--- config.mk ---
export PLATFORM = sky130hd
export DESIGN_NAME = ubf_core
export DESIGN_NICKNAME = d
export VERILOG_FILES = /design/src/ubf_pkg.sv /design/src/ubf_buf2.sv /design/src/ubf_core.sv /design/src/ubf_rx_filter.sv
export SDC_FILE = /design/constraint.sdc
export NUM_CORES = 1
export LEC_CHECK = 0
export ABC_AREA = 0
export BUFFER_PORTS_ARGS = -buffer_cell sky130_fd_sc_hd__buf_2
export CAP_MARGIN = 25
export CORE_UTILIZATION = 30
export CTS_BUF_LIST = sky130_fd_sc_hd__clkbuf_8
export DETAILED_ROUTE_END_ITERATION = 12
export REMOVE_ABC_BUFFERS = 1
export SETUP_SLACK_MARGIN = 0.5
export SLEW_MARGIN = 20
export SYNTH_ARGS = -nofsm -noshare
export SYNTH_HDL_FRONTEND = slang
export SYNTH_SLANG_ARGS = --single-unit
--- constraint.sdc ---
create_clock -name i_clk -period 5.36 [get_ports i_clk]
set_clock_uncertainty 0.15 [all_clocks]
set_input_delay 0.804 -clock i_clk [delete_from_list [all_inputs] [get_ports i_clk]]
set_output_delay 0.804 -clock i_clk [all_outputs]
set_load 0.05 [all_outputs]
--- src/ubf_pkg.sv ---
// Shared constants, state encodings and carrier types for the break/baud unit.
`default_nettype none
package ubf_pkg;
	// Prescaler width and largest legal base clock select value.
	localparam int unsigned UBF_PRE_W = 10;
	localparam logic [3:0] UBF_SEL_MAX = 4'hA;
	localparam logic [10:0] UBF_ONE_11 = 11'h001;
	// Frame shape.
	localparam logic [4:0] UBF_DATA_BITS = 5'h08;
	localparam logic [4:0] UBF_STOP_BITS = 5'h01;
	// Break field lengths in bit times, and the baud counter step.
	localparam logic [4:0] UBF_BRK_TX_BASE = 5'h0D;
	localparam logic [4:0] UBF_BRK_RX_MIN = 5'h0B;
	localparam logic [4:0] UBF_BRK_TX_LAST = 5'h01;
	localparam logic [4:0] UBF_CNT_SAT = 5'h1F;
	localparam logic [7:0] UBF_K_ONE = 8'h01;
	// Receive buffer reset value: all ones data, no error bits.
	localparam logic [7:0] UBF_RXB_RST = 8'hFF;

	// Static configuration bits as software holds them.
	typedef struct packed {
		logic pwr;
		logic tx_en;
		logic rx_en;
		logic merge;
		logic par_en;
		logic [2:0] brk_len;
		logic [3:0] clk_sel;
		logic [7:0] k;
	} ubf_cfg_t;

	// One received character as it travels through the buffer.
	typedef struct packed {
		logic [7:0] data;
		logic pe;
		logic fe;
	} ubf_rx_word_t;

	localparam ubf_rx_word_t UBF_RX_WORD_RST = '{UBF_RXB_RST, 1'b0, 1'b0};

	typedef enum logic [1:0] {
		UBF_TX_IDLE = 2'h0,
		UBF_TX_FRAME = 2'h1,
		UBF_TX_BRK = 2'h3
	} ubf_tx_st_t;

	typedef enum logic [1:0] {
		UBF_RX_IDLE = 2'h0,
		UBF_RX_CHK = 2'h1,
		UBF_RX_DATA = 2'h3
	} ubf_rx_st_t;
endpackage
`default_nettype wire

--- src/ubf_buf2.sv ---
// Two-entry buffer with valid/ready on both sides for received characters.
`timescale 1ns/100ps
`default_nettype none
module ubf_buf2 (
	// Clock and reset.
	input wire logic i_clk,
	input wire logic i_rst,
	// Filling side.
	input wire logic i_wr_valid,
	output logic o_wr_ready,
	input wire ubf_pkg::ubf_rx_word_t i_wr_word,
	// Draining side.
	output logic o_rd_valid,
	input wire logic i_rd_ready,
	output ubf_pkg::ubf_rx_word_t o_rd_word
);
	import ubf_pkg::*;

	typedef struct packed {
		ubf_rx_word_t [1:0] mem;
		logic wr_ptr;
		logic rd_ptr;
		logic [1:0] count;
	} ubf_buf_st_t;

	localparam logic [1:0] UBF_BUF_FULL = 2'h2;
	localparam logic [1:0] UBF_BUF_STEP = 2'h1;

	ubf_buf_st_t q, d;
	logic do_wr, do_rd;

	// Handshakes are combinational from the occupancy count.
	assign o_wr_ready = (q.count != UBF_BUF_FULL);
	assign o_rd_valid = (q.count != 2'h0);
	assign do_wr = i_wr_valid && o_wr_ready;
	assign do_rd = o_rd_valid && i_rd_ready;

	// Write at the tail, advance the head on a pop.
	always_comb begin
		d = q;
		if (do_wr) begin
			d.mem[q.wr_ptr] = i_wr_word;
			d.wr_ptr = ~q.wr_ptr;
		end
		if (do_rd) begin
			d.rd_ptr = ~q.rd_ptr;
		end
		if (do_wr && !do_rd) begin
			d.count = q.count + UBF_BUF_STEP;
		end else if (do_rd && !do_wr) begin
			d.count = q.count - UBF_BUF_STEP;
		end
	end

	always_ff @(posedge i_clk) begin
		if (i_rst) begin
			q <= '{'{UBF_RX_WORD_RST, UBF_RX_WORD_RST}, 1'b0, 1'b0, 2'h0};
		end else begin
			q <= d;
		end
	end

	// Head entry straight from the storage flops; all ones data and no error bits after reset.
	assign o_rd_word = q.mem[q.rd_ptr];
endmodule
`default_nettype wire

--- src/ubf_core.sv ---
// Break field transmit/receive, noise filter, merge option and baud generator.
`timescale 1ns/100ps
`default_nettype none
module ubf_core (
	// Clock and reset.
	input wire logic i_clk,
	input wire logic i_rst,
	// Configuration bits.
	input wire ubf_pkg::ubf_cfg_t i_cfg,
	// Software control strobes.
	input wire logic i_break_tx_set,
	input wire logic i_break_rx_set,
	input wire logic i_err_status_rd,
	// Transmit buffer.
	input wire logic i_tx_wr,
	input wire logic [7:0] i_tx_data,
	output logic o_tx_buf_full,
	output logic o_tx_busy,
	// Received character stream.
	output logic o_rx_valid,
	input wire logic i_rx_ready,
	output ubf_pkg::ubf_rx_word_t o_rx_word,
	// Serial pins.
	input wire logic i_serial_rx_pin,
	output logic o_serial_tx_pin,
	// Status bits.
	output logic o_break_tx_trigger,
	output logic o_break_rx_enable,
	output logic o_break_rx_flag,
	output logic o_overrun_flag,
	output logic o_parity_err_flag,
	output logic o_framing_err_flag,
	// Interrupt pulses and base clock.
	output logic o_tx_done_irq,
	output logic o_rx_done_irq,
	output logic o_rx_err_irq,
	output logic o_base_clk
);
	import ubf_pkg::*;

	typedef struct packed {
		logic [UBF_PRE_W-1:0] pre;
		logic base_tick;
		ubf_tx_st_t tx_st;
		logic [7:0] tx_cnt;
		logic tx_half;
		logic [4:0] tx_bits;
		logic [9:0] tx_sh;
		logic tx_line;
		logic [7:0] txb;
		logic txb_full;
		logic brk_trig;
		logic tx_irq;
		ubf_rx_st_t rx_st;
		logic [7:0] rx_cnt;
		logic rx_half;
		logic [4:0] rx_bits;
		logic [8:0] rx_sh;
		logic rx_prev;
		logic brk_en;
		logic brk_flag;
		logic ove;
		logic pe;
		logic fe;
		logic rx_done;
		logic rx_err;
		logic push;
		ubf_rx_word_t push_word;
	} ubf_core_st_t;

	ubf_core_st_t q, d;
	logic rxf, buf_ready;
	logic [10:0] mask_w;
	logic [UBF_PRE_W-1:0] mask;
	logic sel_ok, tx_on, rx_on, tx_wrap, tx_bit, rx_wrap, rx_bit, tx_load;
	logic set_ove, set_pe, set_fe, brk_clr, frm_err;
	logic [7:0] k_last;
	logic [4:0] frame_bits;
	logic [7:0] rx_data;
	logic rx_par_bad;

	// Filtered receive level, two clocks plus three base clocks behind the pin.
	ubf_rx_filter u_filter (
		.i_clk(i_clk),
		.i_rst(i_rst),
		.i_base_tick(q.base_tick),
		.i_pin(i_serial_rx_pin),
		.o_rx(rxf)
	);

	// Received characters wait here; a full buffer means overrun.
	ubf_buf2 u_rxbuf (
		.i_clk(i_clk),
		.i_rst(i_rst),
		.i_wr_valid(q.push),
		.o_wr_ready(buf_ready),
		.i_wr_word(q.push_word),
		.o_rd_valid(o_rx_valid),
		.i_rd_ready(i_rx_ready),
		.o_rd_word(o_rx_word)
	);

	// Prescaler mask and per-direction counter wraps.
	assign mask_w = (UBF_ONE_11 << i_cfg.clk_sel) - UBF_ONE_11;
	assign mask = mask_w[UBF_PRE_W-1:0];
	assign sel_ok = (i_cfg.clk_sel <= UBF_SEL_MAX);
	assign tx_on = i_cfg.pwr && i_cfg.tx_en;
	assign rx_on = i_cfg.pwr && i_cfg.rx_en;
	assign k_last = i_cfg.k - UBF_K_ONE;
	assign tx_wrap = q.base_tick && (q.tx_cnt == k_last);
	assign tx_bit = tx_wrap && q.tx_half;
	assign rx_wrap = q.base_tick && (q.rx_cnt == k_last);
	assign rx_bit = rx_wrap && q.rx_half;
	assign frame_bits = UBF_DATA_BITS + {4'h0, i_cfg.par_en};
	assign rx_data = i_cfg.par_en ? q.rx_sh[7:0] : q.rx_sh[8:1];
	assign rx_par_bad = i_cfg.par_en && (^q.rx_sh);

	// Base clock, transmitter and receiver next state.
	always_comb begin
		d = q;
		d.base_tick = 1'b0;
		d.tx_irq = 1'b0;
		d.rx_done = 1'b0;
		d.rx_err = 1'b0;
		d.push = 1'b0;
		tx_load = 1'b0;
		set_ove = 1'b0;
		set_pe = 1'b0;
		set_fe = 1'b0;
		brk_clr = 1'b0;
		frm_err = 1'b0;
		d.rx_prev = rxf;

		// Base clock strobe exists only while power is on.
		if (!i_cfg.pwr) begin
			d.pre = '0;
		end else begin
			d.pre = q.pre + 1'b1;
			d.base_tick = sel_ok && ((q.pre & mask) == mask);
		end

		// Transmit side.
		if (!tx_on) begin
			d.tx_st = UBF_TX_IDLE;
			d.tx_cnt = '0;
			d.tx_half = 1'b0;
			d.tx_line = 1'b1;
			d.txb_full = 1'b0;
			d.brk_trig = 1'b0;
		end else begin
			if (q.base_tick) begin
				d.tx_cnt = tx_wrap ? 8'h00 : q.tx_cnt + UBF_K_ONE;
				d.tx_half = q.tx_half ^ tx_wrap;
			end
			if (i_tx_wr && !q.txb_full) begin
				d.txb = i_tx_data;
				d.txb_full = 1'b1;
			end
			case (q.tx_st)
				UBF_TX_IDLE: begin
					if (q.brk_trig) begin
						d.tx_st = UBF_TX_BRK;
						d.tx_bits = UBF_BRK_TX_BASE + {2'h0, i_cfg.brk_len};
						d.tx_line = 1'b0;
						d.tx_cnt = '0;
						d.tx_half = 1'b0;
					end else if (q.txb_full) begin
						tx_load = 1'b1;
					end
				end
				UBF_TX_FRAME: begin
					if (tx_bit) begin
						if (q.tx_bits == 5'h00) begin
							d.tx_irq = 1'b1;
							if (q.txb_full) begin
								tx_load = 1'b1;
							end else begin
								d.tx_st = UBF_TX_IDLE;
								d.tx_line = 1'b1;
							end
						end else begin
							d.tx_line = q.tx_sh[0];
							d.tx_sh = {1'b1, q.tx_sh[9:1]};
							d.tx_bits = q.tx_bits - UBF_STOP_BITS;
						end
					end
				end
				UBF_TX_BRK: begin
					if (tx_bit) begin
						if (q.tx_bits == UBF_BRK_TX_LAST) begin
							d.tx_st = UBF_TX_IDLE;
							d.tx_line = 1'b1;
							d.tx_irq = 1'b1;
							d.brk_trig = 1'b0;
						end else begin
							d.tx_bits = q.tx_bits - UBF_STOP_BITS;
						end
					end
				end
				default: begin
					d.tx_st = UBF_TX_IDLE;
				end
			endcase
			// A frame start clears the counter so the start bit is whole.
			if (tx_load) begin
				d.tx_st = UBF_TX_FRAME;
				d.tx_cnt = '0;
				d.tx_half = 1'b0;
				d.tx_line = 1'b0;
				d.tx_sh = {1'b1, i_cfg.par_en ? ^q.txb : 1'b1, q.txb};
				d.tx_bits = frame_bits + UBF_STOP_BITS;
				d.txb_full = 1'b0;
			end
			// A new trigger wins over the clear at break end.
			if (i_break_tx_set) begin
				d.brk_trig = 1'b1;
			end
		end

		// Receive side.
		if (!rx_on) begin
			d.rx_st = UBF_RX_IDLE;
			d.rx_cnt = '0;
			d.rx_half = 1'b0;
			d.brk_en = 1'b0;
			d.brk_flag = 1'b0;
		end else begin
			if (q.rx_st != UBF_RX_IDLE && q.base_tick) begin
				d.rx_cnt = rx_wrap ? 8'h00 : q.rx_cnt + UBF_K_ONE;
				d.rx_half = q.rx_half ^ rx_wrap;
			end
			case (q.rx_st)
				UBF_RX_IDLE: begin
					d.rx_cnt = '0;
					d.rx_half = 1'b0;
					if (q.rx_prev && !rxf) begin
						d.rx_st = UBF_RX_CHK;
					end
				end
				UBF_RX_CHK: begin
					if (rx_wrap) begin
						if (!rxf) begin
							d.rx_st = UBF_RX_DATA;
							d.rx_half = 1'b0;
							d.rx_bits = q.brk_en ? UBF_STOP_BITS : 5'h00;
							d.brk_flag = q.brk_en || q.brk_flag;
						end else begin
							d.rx_st = UBF_RX_IDLE;
						end
					end
				end
				UBF_RX_DATA: begin
					if (rx_bit) begin
						if (q.brk_en) begin
							if (!rxf) begin
								if (q.rx_bits != UBF_CNT_SAT) begin
									d.rx_bits = q.rx_bits + UBF_STOP_BITS;
								end
							end else begin
								d.rx_st = UBF_RX_IDLE;
								if (q.rx_bits >= UBF_BRK_RX_MIN) begin
									d.rx_done = 1'b1;
									d.brk_flag = 1'b0;
									brk_clr = 1'b1;
								end
							end
						end else if (q.rx_bits == frame_bits) begin
							d.rx_st = UBF_RX_IDLE;
							set_fe = !rxf;
							set_pe = rx_par_bad;
							set_ove = !buf_ready;
							frm_err = set_fe || set_pe || set_ove;
							d.push = buf_ready;
							d.push_word = '{rx_data, rx_par_bad, !rxf};
							if (i_cfg.merge || !frm_err) begin
								d.rx_done = 1'b1;
							end else begin
								d.rx_err = 1'b1;
							end
						end else begin
							d.rx_sh = {rxf, q.rx_sh[8:1]};
							d.rx_bits = q.rx_bits + UBF_STOP_BITS;
						end
					end
				end
				default: begin
					d.rx_st = UBF_RX_IDLE;
				end
			endcase
			// Enable bit: set strobe wins over the self clear.
			d.brk_en = (q.brk_en && !brk_clr) || i_break_rx_set;
		end

		// Error flags: a new error wins over the read clear.
		d.ove = (q.ove && !i_err_status_rd) || set_ove;
		d.pe = (q.pe && !i_err_status_rd) || set_pe;
		d.fe = (q.fe && !i_err_status_rd) || set_fe;
	end

	// Every field has a constant reset value.
	always_ff @(posedge i_clk) begin
		if (i_rst) begin
			q <= '0;
			q.tx_line <= 1'b1;
			q.rx_prev <= 1'b1;
			q.tx_sh <= '1;
			q.push_word <= UBF_RX_WORD_RST;
		end else begin
			q <= d;
		end
	end

	// The pin idles high with power on and stays low with power off.
	assign o_serial_tx_pin = i_cfg.pwr && q.tx_line;
	assign o_tx_buf_full = q.txb_full;
	assign o_tx_busy = (q.tx_st != UBF_TX_IDLE);
	assign o_break_tx_trigger = q.brk_trig;
	assign o_break_rx_enable = q.brk_en;
	assign o_break_rx_flag = q.brk_flag;
	assign o_overrun_flag = q.ove;
	assign o_parity_err_flag = q.pe;
	assign o_framing_err_flag = q.fe;
	assign o_tx_done_irq = q.tx_irq;
	assign o_rx_done_irq = q.rx_done;
	assign o_rx_err_irq = q.rx_err;
	assign o_base_clk = q.base_tick;
endmodule
`default_nettype wire

--- src/ubf_rx_filter.sv ---
// Receive pin synchroniser and two-sample agreement noise filter.
`timescale 1ns/100ps
`default_nettype none
module ubf_rx_filter (
	// Clock and reset.
	input wire logic i_clk,
	input wire logic i_rst,
	// Base clock sample strobe.
	input wire logic i_base_tick,
	// Raw pin and filtered level.
	input wire logic i_pin,
	output logic o_rx
);
	import ubf_pkg::*;

	typedef struct packed {
		logic sync1;
		logic sync2;
		logic smp0;
		logic smp1;
		logic out;
	} ubf_flt_st_t;

	ubf_flt_st_t q, d;

	// The output follows only when the two latest base clock samples agree.
	always_comb begin
		d = q;
		d.sync1 = i_pin;
		d.sync2 = q.sync1;
		if (i_base_tick) begin
			d.smp0 = q.sync2;
			d.smp1 = q.smp0;
			if (q.smp0 == q.smp1) begin
				d.out = q.smp0;
			end
		end
	end

	// Idle line is high, so every stage resets high.
	always_ff @(posedge i_clk) begin
		if (i_rst) begin
			q <= '1;
		end else begin
			q <= d;
		end
	end

	assign o_rx = q.out;
endmodule
`default_nettype wire
=== Word level (Yosys, flattened, before mapping) ===
Cells that the tools add are included.

* Flip-flop bits (word level): 122
* Input bits: 36
* Output and inout bits: 24

* Shift operators: 1
* Add/subtract/negate cells: 12
* Reduce and logical (&&, ||, !) cells: 73
* Equality and inequality tests: 40
* Bitwise gates (word level): 12
* Magnitude comparators: 5
* Multiplexer cells: 98

{| class="wikitable"
|+ Operators with widths
! kind !! number
|-
| 1-bit two-way mux || 47
|-
| 10-bit two-way mux || 4
|-
| 3-bit inequality test (second input constant) || 12
|-
| 16-bit two-way mux || 2
|-
| 2-bit two-way mux || 16
|-
| 14-bit two-way mux || 2
|-
| 9-bit two-way mux || 3
|-
| 26-bit two-way mux || 1
|-
| 2-bit inequality test (second input constant) || 13
|-
| 5-bit two-way mux || 5
|-
| 8-bit two-way mux || 3
|-
| 1-bit logical AND || 21
|-
| 20-bit bitwise mux || 1
|-
| 2-bit nonzero test || 10
|-
| 6-bit AND reduction || 3
|-
| 8-bit by 1-bit adder with 8-bit output (second input constant) || 2
|-
| 8-bit == test || 2
|-
| 15-bit two-way mux || 1
|-
| 5-bit case mux with 3 select lines || 1
|-
| 5-bit AND reduction || 3
|-
| 7-bit AND reduction || 2
|-
| 13-bit two-way mux || 1
|-
| 6-bit two-way mux || 2
|-
| 2-bit case mux with 3 select lines || 2
|-
| 46 further kinds || 82
|}

=== Depth between registers and ports, before layout ===
* Depth after elaboration: 10
* Depth in mapped cells: 16

=== Hierarchy ===
Synthesis repeated with hierarchy kept, for this count alone.

* Cell total of the unflattened synthesis: 722
* Area, all modules: 6204.7 um2

{| class="wikitable"
|+ Modules (own cells, without submodules)
! module !! instances !! seq. area each (um2) !! area an instance (um2) !! cells each
|-
| ubf_core || 1 || 1841.8 || 4936.0 || 593
|-
| ubf_buf2 || 1 || 480.5 || 1102.3 || 114
|-
| ubf_rx_filter || 1 || 100.1 || 166.4 || 15
|}

=== Least setup slack after synthesis ===
Ideal clock, no wire load.

* Path kind: in2reg
* Start: in i_cfg[0] (netlist name)
* End: reg q[62] (netlist name)
* Stages: 16
* Path slack: 1257 ps
* Required time: 5090 ps
* Path buffers: 3
* Data arrival time: 3833 ps
* Cells stage by stage: buf_6 inv_1 ha_1 nor3b_1 nor3b_1 xnor3_1 and4_1 ha_1 nand2_1 nor3_2 o21ai_1 a21o_1 buf_2 buf_2 nor2_1 a211o_1

* Word-level cells in the longest chain between the ends: 9
* Elaborated cells between the ends (all ways): 12
* Those cells by class: add/sub (1); eq/ne (2); mux (4); reduce/logical (5)

{| class="wikitable"
|+ RTL lines
! item !! line !! source
|-
| start, declared || ubf_core.sv:9 || <nowiki>input wire ubf_pkg::ubf_cfg_t i_cfg,</nowiki>
|-
| 8-bit by 1-bit subtractor with 8-bit output (*) || ubf_core.sv:109 || <nowiki>assign k_last = i_cfg.k - UBF_K_ONE;</nowiki>
|-
| 8-bit == test (*) || ubf_core.sv:110 || <nowiki>assign tx_wrap = q.base_tick && (q.tx_cnt == k_last);</nowiki>
|-
| 1-bit logical AND (*) || ubf_core.sv:110 ||
|-
| 1-bit logical AND (*) || ubf_core.sv:111 || <nowiki>assign tx_bit = tx_wrap && q.tx_half;</nowiki>
|-
| 1-bit two-way mux || ubf_core.sv:172 || <nowiki>if (tx_bit) begin</nowiki>
|-
| 1-bit case mux with 2 select lines || ubf_core.sv:159 || <nowiki>case (q.tx_st)</nowiki>
|-
| 1-bit two-way mux || ubf_core.sv:143 || <nowiki>if (!tx_on) begin</nowiki>
|-
| 2-bit by 1-bit inequality test with 1-bit output (no source line) / 2-bit nonzero test (equally long branches) || n/a ||
|-
| 4-bit AND reduction (no source line) || n/a ||
|-
| end, declared || ubf_core.sv:71 || <nowiki>ubf_core_st_t q, d;</nowiki>
|}

Every way passes the cells marked *; elsewhere a longest branch is shown, timed or not. The select of a mux whose other input is x is not followed.
A chain may end at the register's enable or synchronous reset.

=== Worst setup path in the final report ===
* Start: in i_cfg[0] (netlist name)
* End: reg q[6] (netlist name)

* Word-level cells in the longest chain between the ends: 5

{| class="wikitable"
|+ RTL lines
! item !! line !! source
|-
| 8-bit by 1-bit subtractor with 8-bit output || ubf_core.sv:109 ||
|-
| 8-bit == test || ubf_core.sv:112 || <nowiki>assign rx_wrap = q.base_tick && (q.rx_cnt == k_last);</nowiki>
|-
| 1-bit logical AND || ubf_core.sv:112 ||
|-
| 1-bit logical AND || ubf_core.sv:113 || <nowiki>assign rx_bit = rx_wrap && q.rx_half;</nowiki>
|-
| 5-bit AND reduction (no source line) || n/a ||
|}

Every way passes these cells.

==> impl_metrics.json <==
{
  "synth_compound_area_frac": 0.148,
  "cts_num_sinks": 121,
  "clk_latency_ps": 430,
  "power_density_nw_per_um2": 261,
  "ctsHtreeMaxLevel": 4,
  "fp.coreArea_sq_um": 20300,
  "clkSlewWorstSetupHoldPaths_ps": 80,
  "ant_nets": 0,
  "syn_area_per_cell_sq_um": 8.45,
  "cp-end-kind": "flop",
  "grt_pass1_vias": 4848,
  "r2r_cells": 10,
  "p_seq_frac": 0.491,
  "area_growth_pct": 14.2,
  "largest_reg_flops": 81,
  "synth_top_cell_by_area": "dfxtp_1",
  "initial_core_util": 0.306,
  "setup_tns_ps": 0,
  "switchingPower_uw": 480,
  "r2r_setup_slack_ps": 1610,
  "grt_pass1_wl_mm": 23.5,
  "finalCriticalPeriod_ps": 4040,
  "grt_max_degree": 49,
  "final_common_cell": "dfxtp_1",
  "rows": 52,
  "cts-buffers-inserted": 17,
  "cts_tree": "done",
  "grt_usage": 0.136,
  "reg_top3": "q (81), u_rxbuf.q (24), u_filter.q (3)",
  "regMostFlops": "q",
  "yosys.area_share.simple": 0.235,
  "routedWlPerCell_um": 13.1,
  "async_reset_ff_frac": 0,
  "grt_overflow": 0,
  "synth-edff-count": 0,
  "pin_count": 60,
  "clockBufferDepth": 2,
  "ir_drop_uv": 106,
  "synthAdderAreaFrac": 0.0282,
  "yosysWarnings": 0,
  "cp_max_fo": 21,
  "finalWirelength_mm": 13.9,
  "postCtsSetupBuffers": 0,
  "die_w_um": 146,
  "synthMuxAreaShare": 0.0714,
  "synth_top_family_by_area": "simple AND/OR/NAND/NOR gates",
  "r2r-start": "o_base_clk",
  "worstSetupPathType": "in2reg",
  "synth_top_area_frac": 0.389,
  "outcome": "finished clean",
  "power_leakage_uw": 0.00270,
  "final.period_utilization": 0.754,
  "synth-seq-cells": 121,
  "synth_ff_type": "dfxtp_1",
  "synth_xor_area_frac": 0.0883,
  "postCtsHoldBufs": 0,
  "switching_share": 0.259,
  "synthCells": 736,
  "ctsResizeCount": 0,
  "whs_endpoint": "u_filter.q[3]",
  "vias": 5099,
  "required_ps": 5540,
  "gp_congestion": 0.855,
  "maxCapViolCount": 0,
  "seq_area_frac_synth": 0.389,
  "layout-drive-gt1-share": 0.145,
  "worst-endpoint-arrival_ps": 4220,
  "via_per_inst": 4.82,
  "hold_path_class": "reg2reg",
  "place_hpwl_mm": 9.92,
  "synth_top_cells_by_area": "dfxtp_1 (39%), nand2_1 (5.6%), mux2i_1 (5.1%)",
  "slew-limit-headroom": 0.521,
  "finalPower_uw": 1850,
  "netlist_area_sq_um": 6220,
  "fmax_ghz": 0.247,
  "power.internal_uw": 1370,
  "die_h_um": 146,
  "power_frac_comb": 0.060,
  "synth_cell_types": 64,
  "worst_pin_slew_ps": 716,
  "hold_depth": 1,
  "finalSetupViolCount": 0,
  "drtPass1Iterations": 5,
  "hold_viol": 0,
  "dieArea_sq_um": 21300,
  "cts_root_buf": "clkbuf_8",
  "critPathLaunchType": "input pin",
  "port_buffers": 59,
  "r2r_end": "q[57]",
  "drtIter0Drc": 277,
  "fin_cells": 1058,
  "clockPowerShare": 0.449,
  "antenna_found_initial": 1,
  "drc": 0,
  "place_inst": 1024,
  "rsz0062_at_grt": "false",
  "slew_violations": 0,
  "hold_start": "u_filter.d[3]",
  "final_nets": 824,
  "final_cell_mix": "dfxtp_1 (121), nand2_1 (92), nor2_1 (82)"
}
-- cell usage after synthesis (17+ instances only) --
library cell and count:
dfxtp_1 121, nand2_1 92, nor2_1 82, a21oi_1 45, clkbuf_1 38, mux2i_1 32, xnor2_1 32, nand3_1 28
o21ai_0 24, xor2_1 23, a211o_1 20, inv_1 18, nand3b_1 17
-- power groups by stage --
stage | Sequential [uW] | Combinational (uW) | Clock, uW
floorplan | 931 | 60.5 | 0
global placement | 930 | 112 | 0
detailed placement | 931 | 112 | 0
CTS | 909 | 112 | 861
global route | 910 | 124 | 904
finish | 909 | 112 | 831
-- critical path, stage by stage --
cell      delay (ps)
buf_2            140
inv_1             60
ha_1             200
nor3b_1          390
nor3b_1          350
xnor3_1          200
o211ai_2         160
inv_2            160
ha_1             240
and3_1           220
and4b_1          280
nand3_1          530
a211o_1          460
-- cell type report --
class / count / area (sq um)
Fill cell: 2107 / 13200
Multi-Input combinational cell: 553 / 3550
Sequential cell: 121 / 2420
Tap cell: 270 / 338
Timing Repair Buffer: 62 / 315
Clock buffer: 17 / 234
Clock inverter: 15 / 166
Inverter: 19 / 71.3
Antenna cell: 1 / 2.50
-- metal layers --
metal  vias up  GRT usage  share of wire
li1       2655          -              -
met5         -          0              0
met4         0     0.0474          0.013
met3        11     0.0370          0.037
met1      2353      0.174           0.48
met2        80      0.219           0.47
-- logic make-up after synthesis --
group                      Yosys count
AOI/OAI and AO/OA                  138
muxes                               43
DFF                                121
buffers and inverters               62
and+or+nand+nor                    300
adders and majority gates           14
xor gates and xnor gates            58
-- per-stage QoR --
| stage | cell area [sq um] | setup WS (ps) | utilization | hold WS (ps) |
|---|---|---|---|---|
| 2_1_floorplan | 6050 | 1430 | - | 239 |
| 3_3_place_gp | 6690 | 974 | 0.330 | 242 |
| 3_5_place_dp | 6690 | 882 | 0.330 | 249 |
| 4_1_cts | 7090 | 1360 | 0.349 | 268 |
| 5_1_grt | 7100 | 915 | 0.350 | 279 |
| 6_report | 7100 | 1320 | 0.350 | 264 |
-- how the worst max path moves through the flow --
stage	startpoint	to	depth (start not counted)
finish	i_cfg[0]	q[6]	13
global route	i_cfg[0]	q[0]	15
CTS	i_cfg[0]	q[6]	13
detailed placement	i_cfg[0]	q[4]	13
global placement	i_cfg[0]	q[2]	13
floorplan	i_cfg[0]	q[56]	13
(Power assumes the default switching activity.)
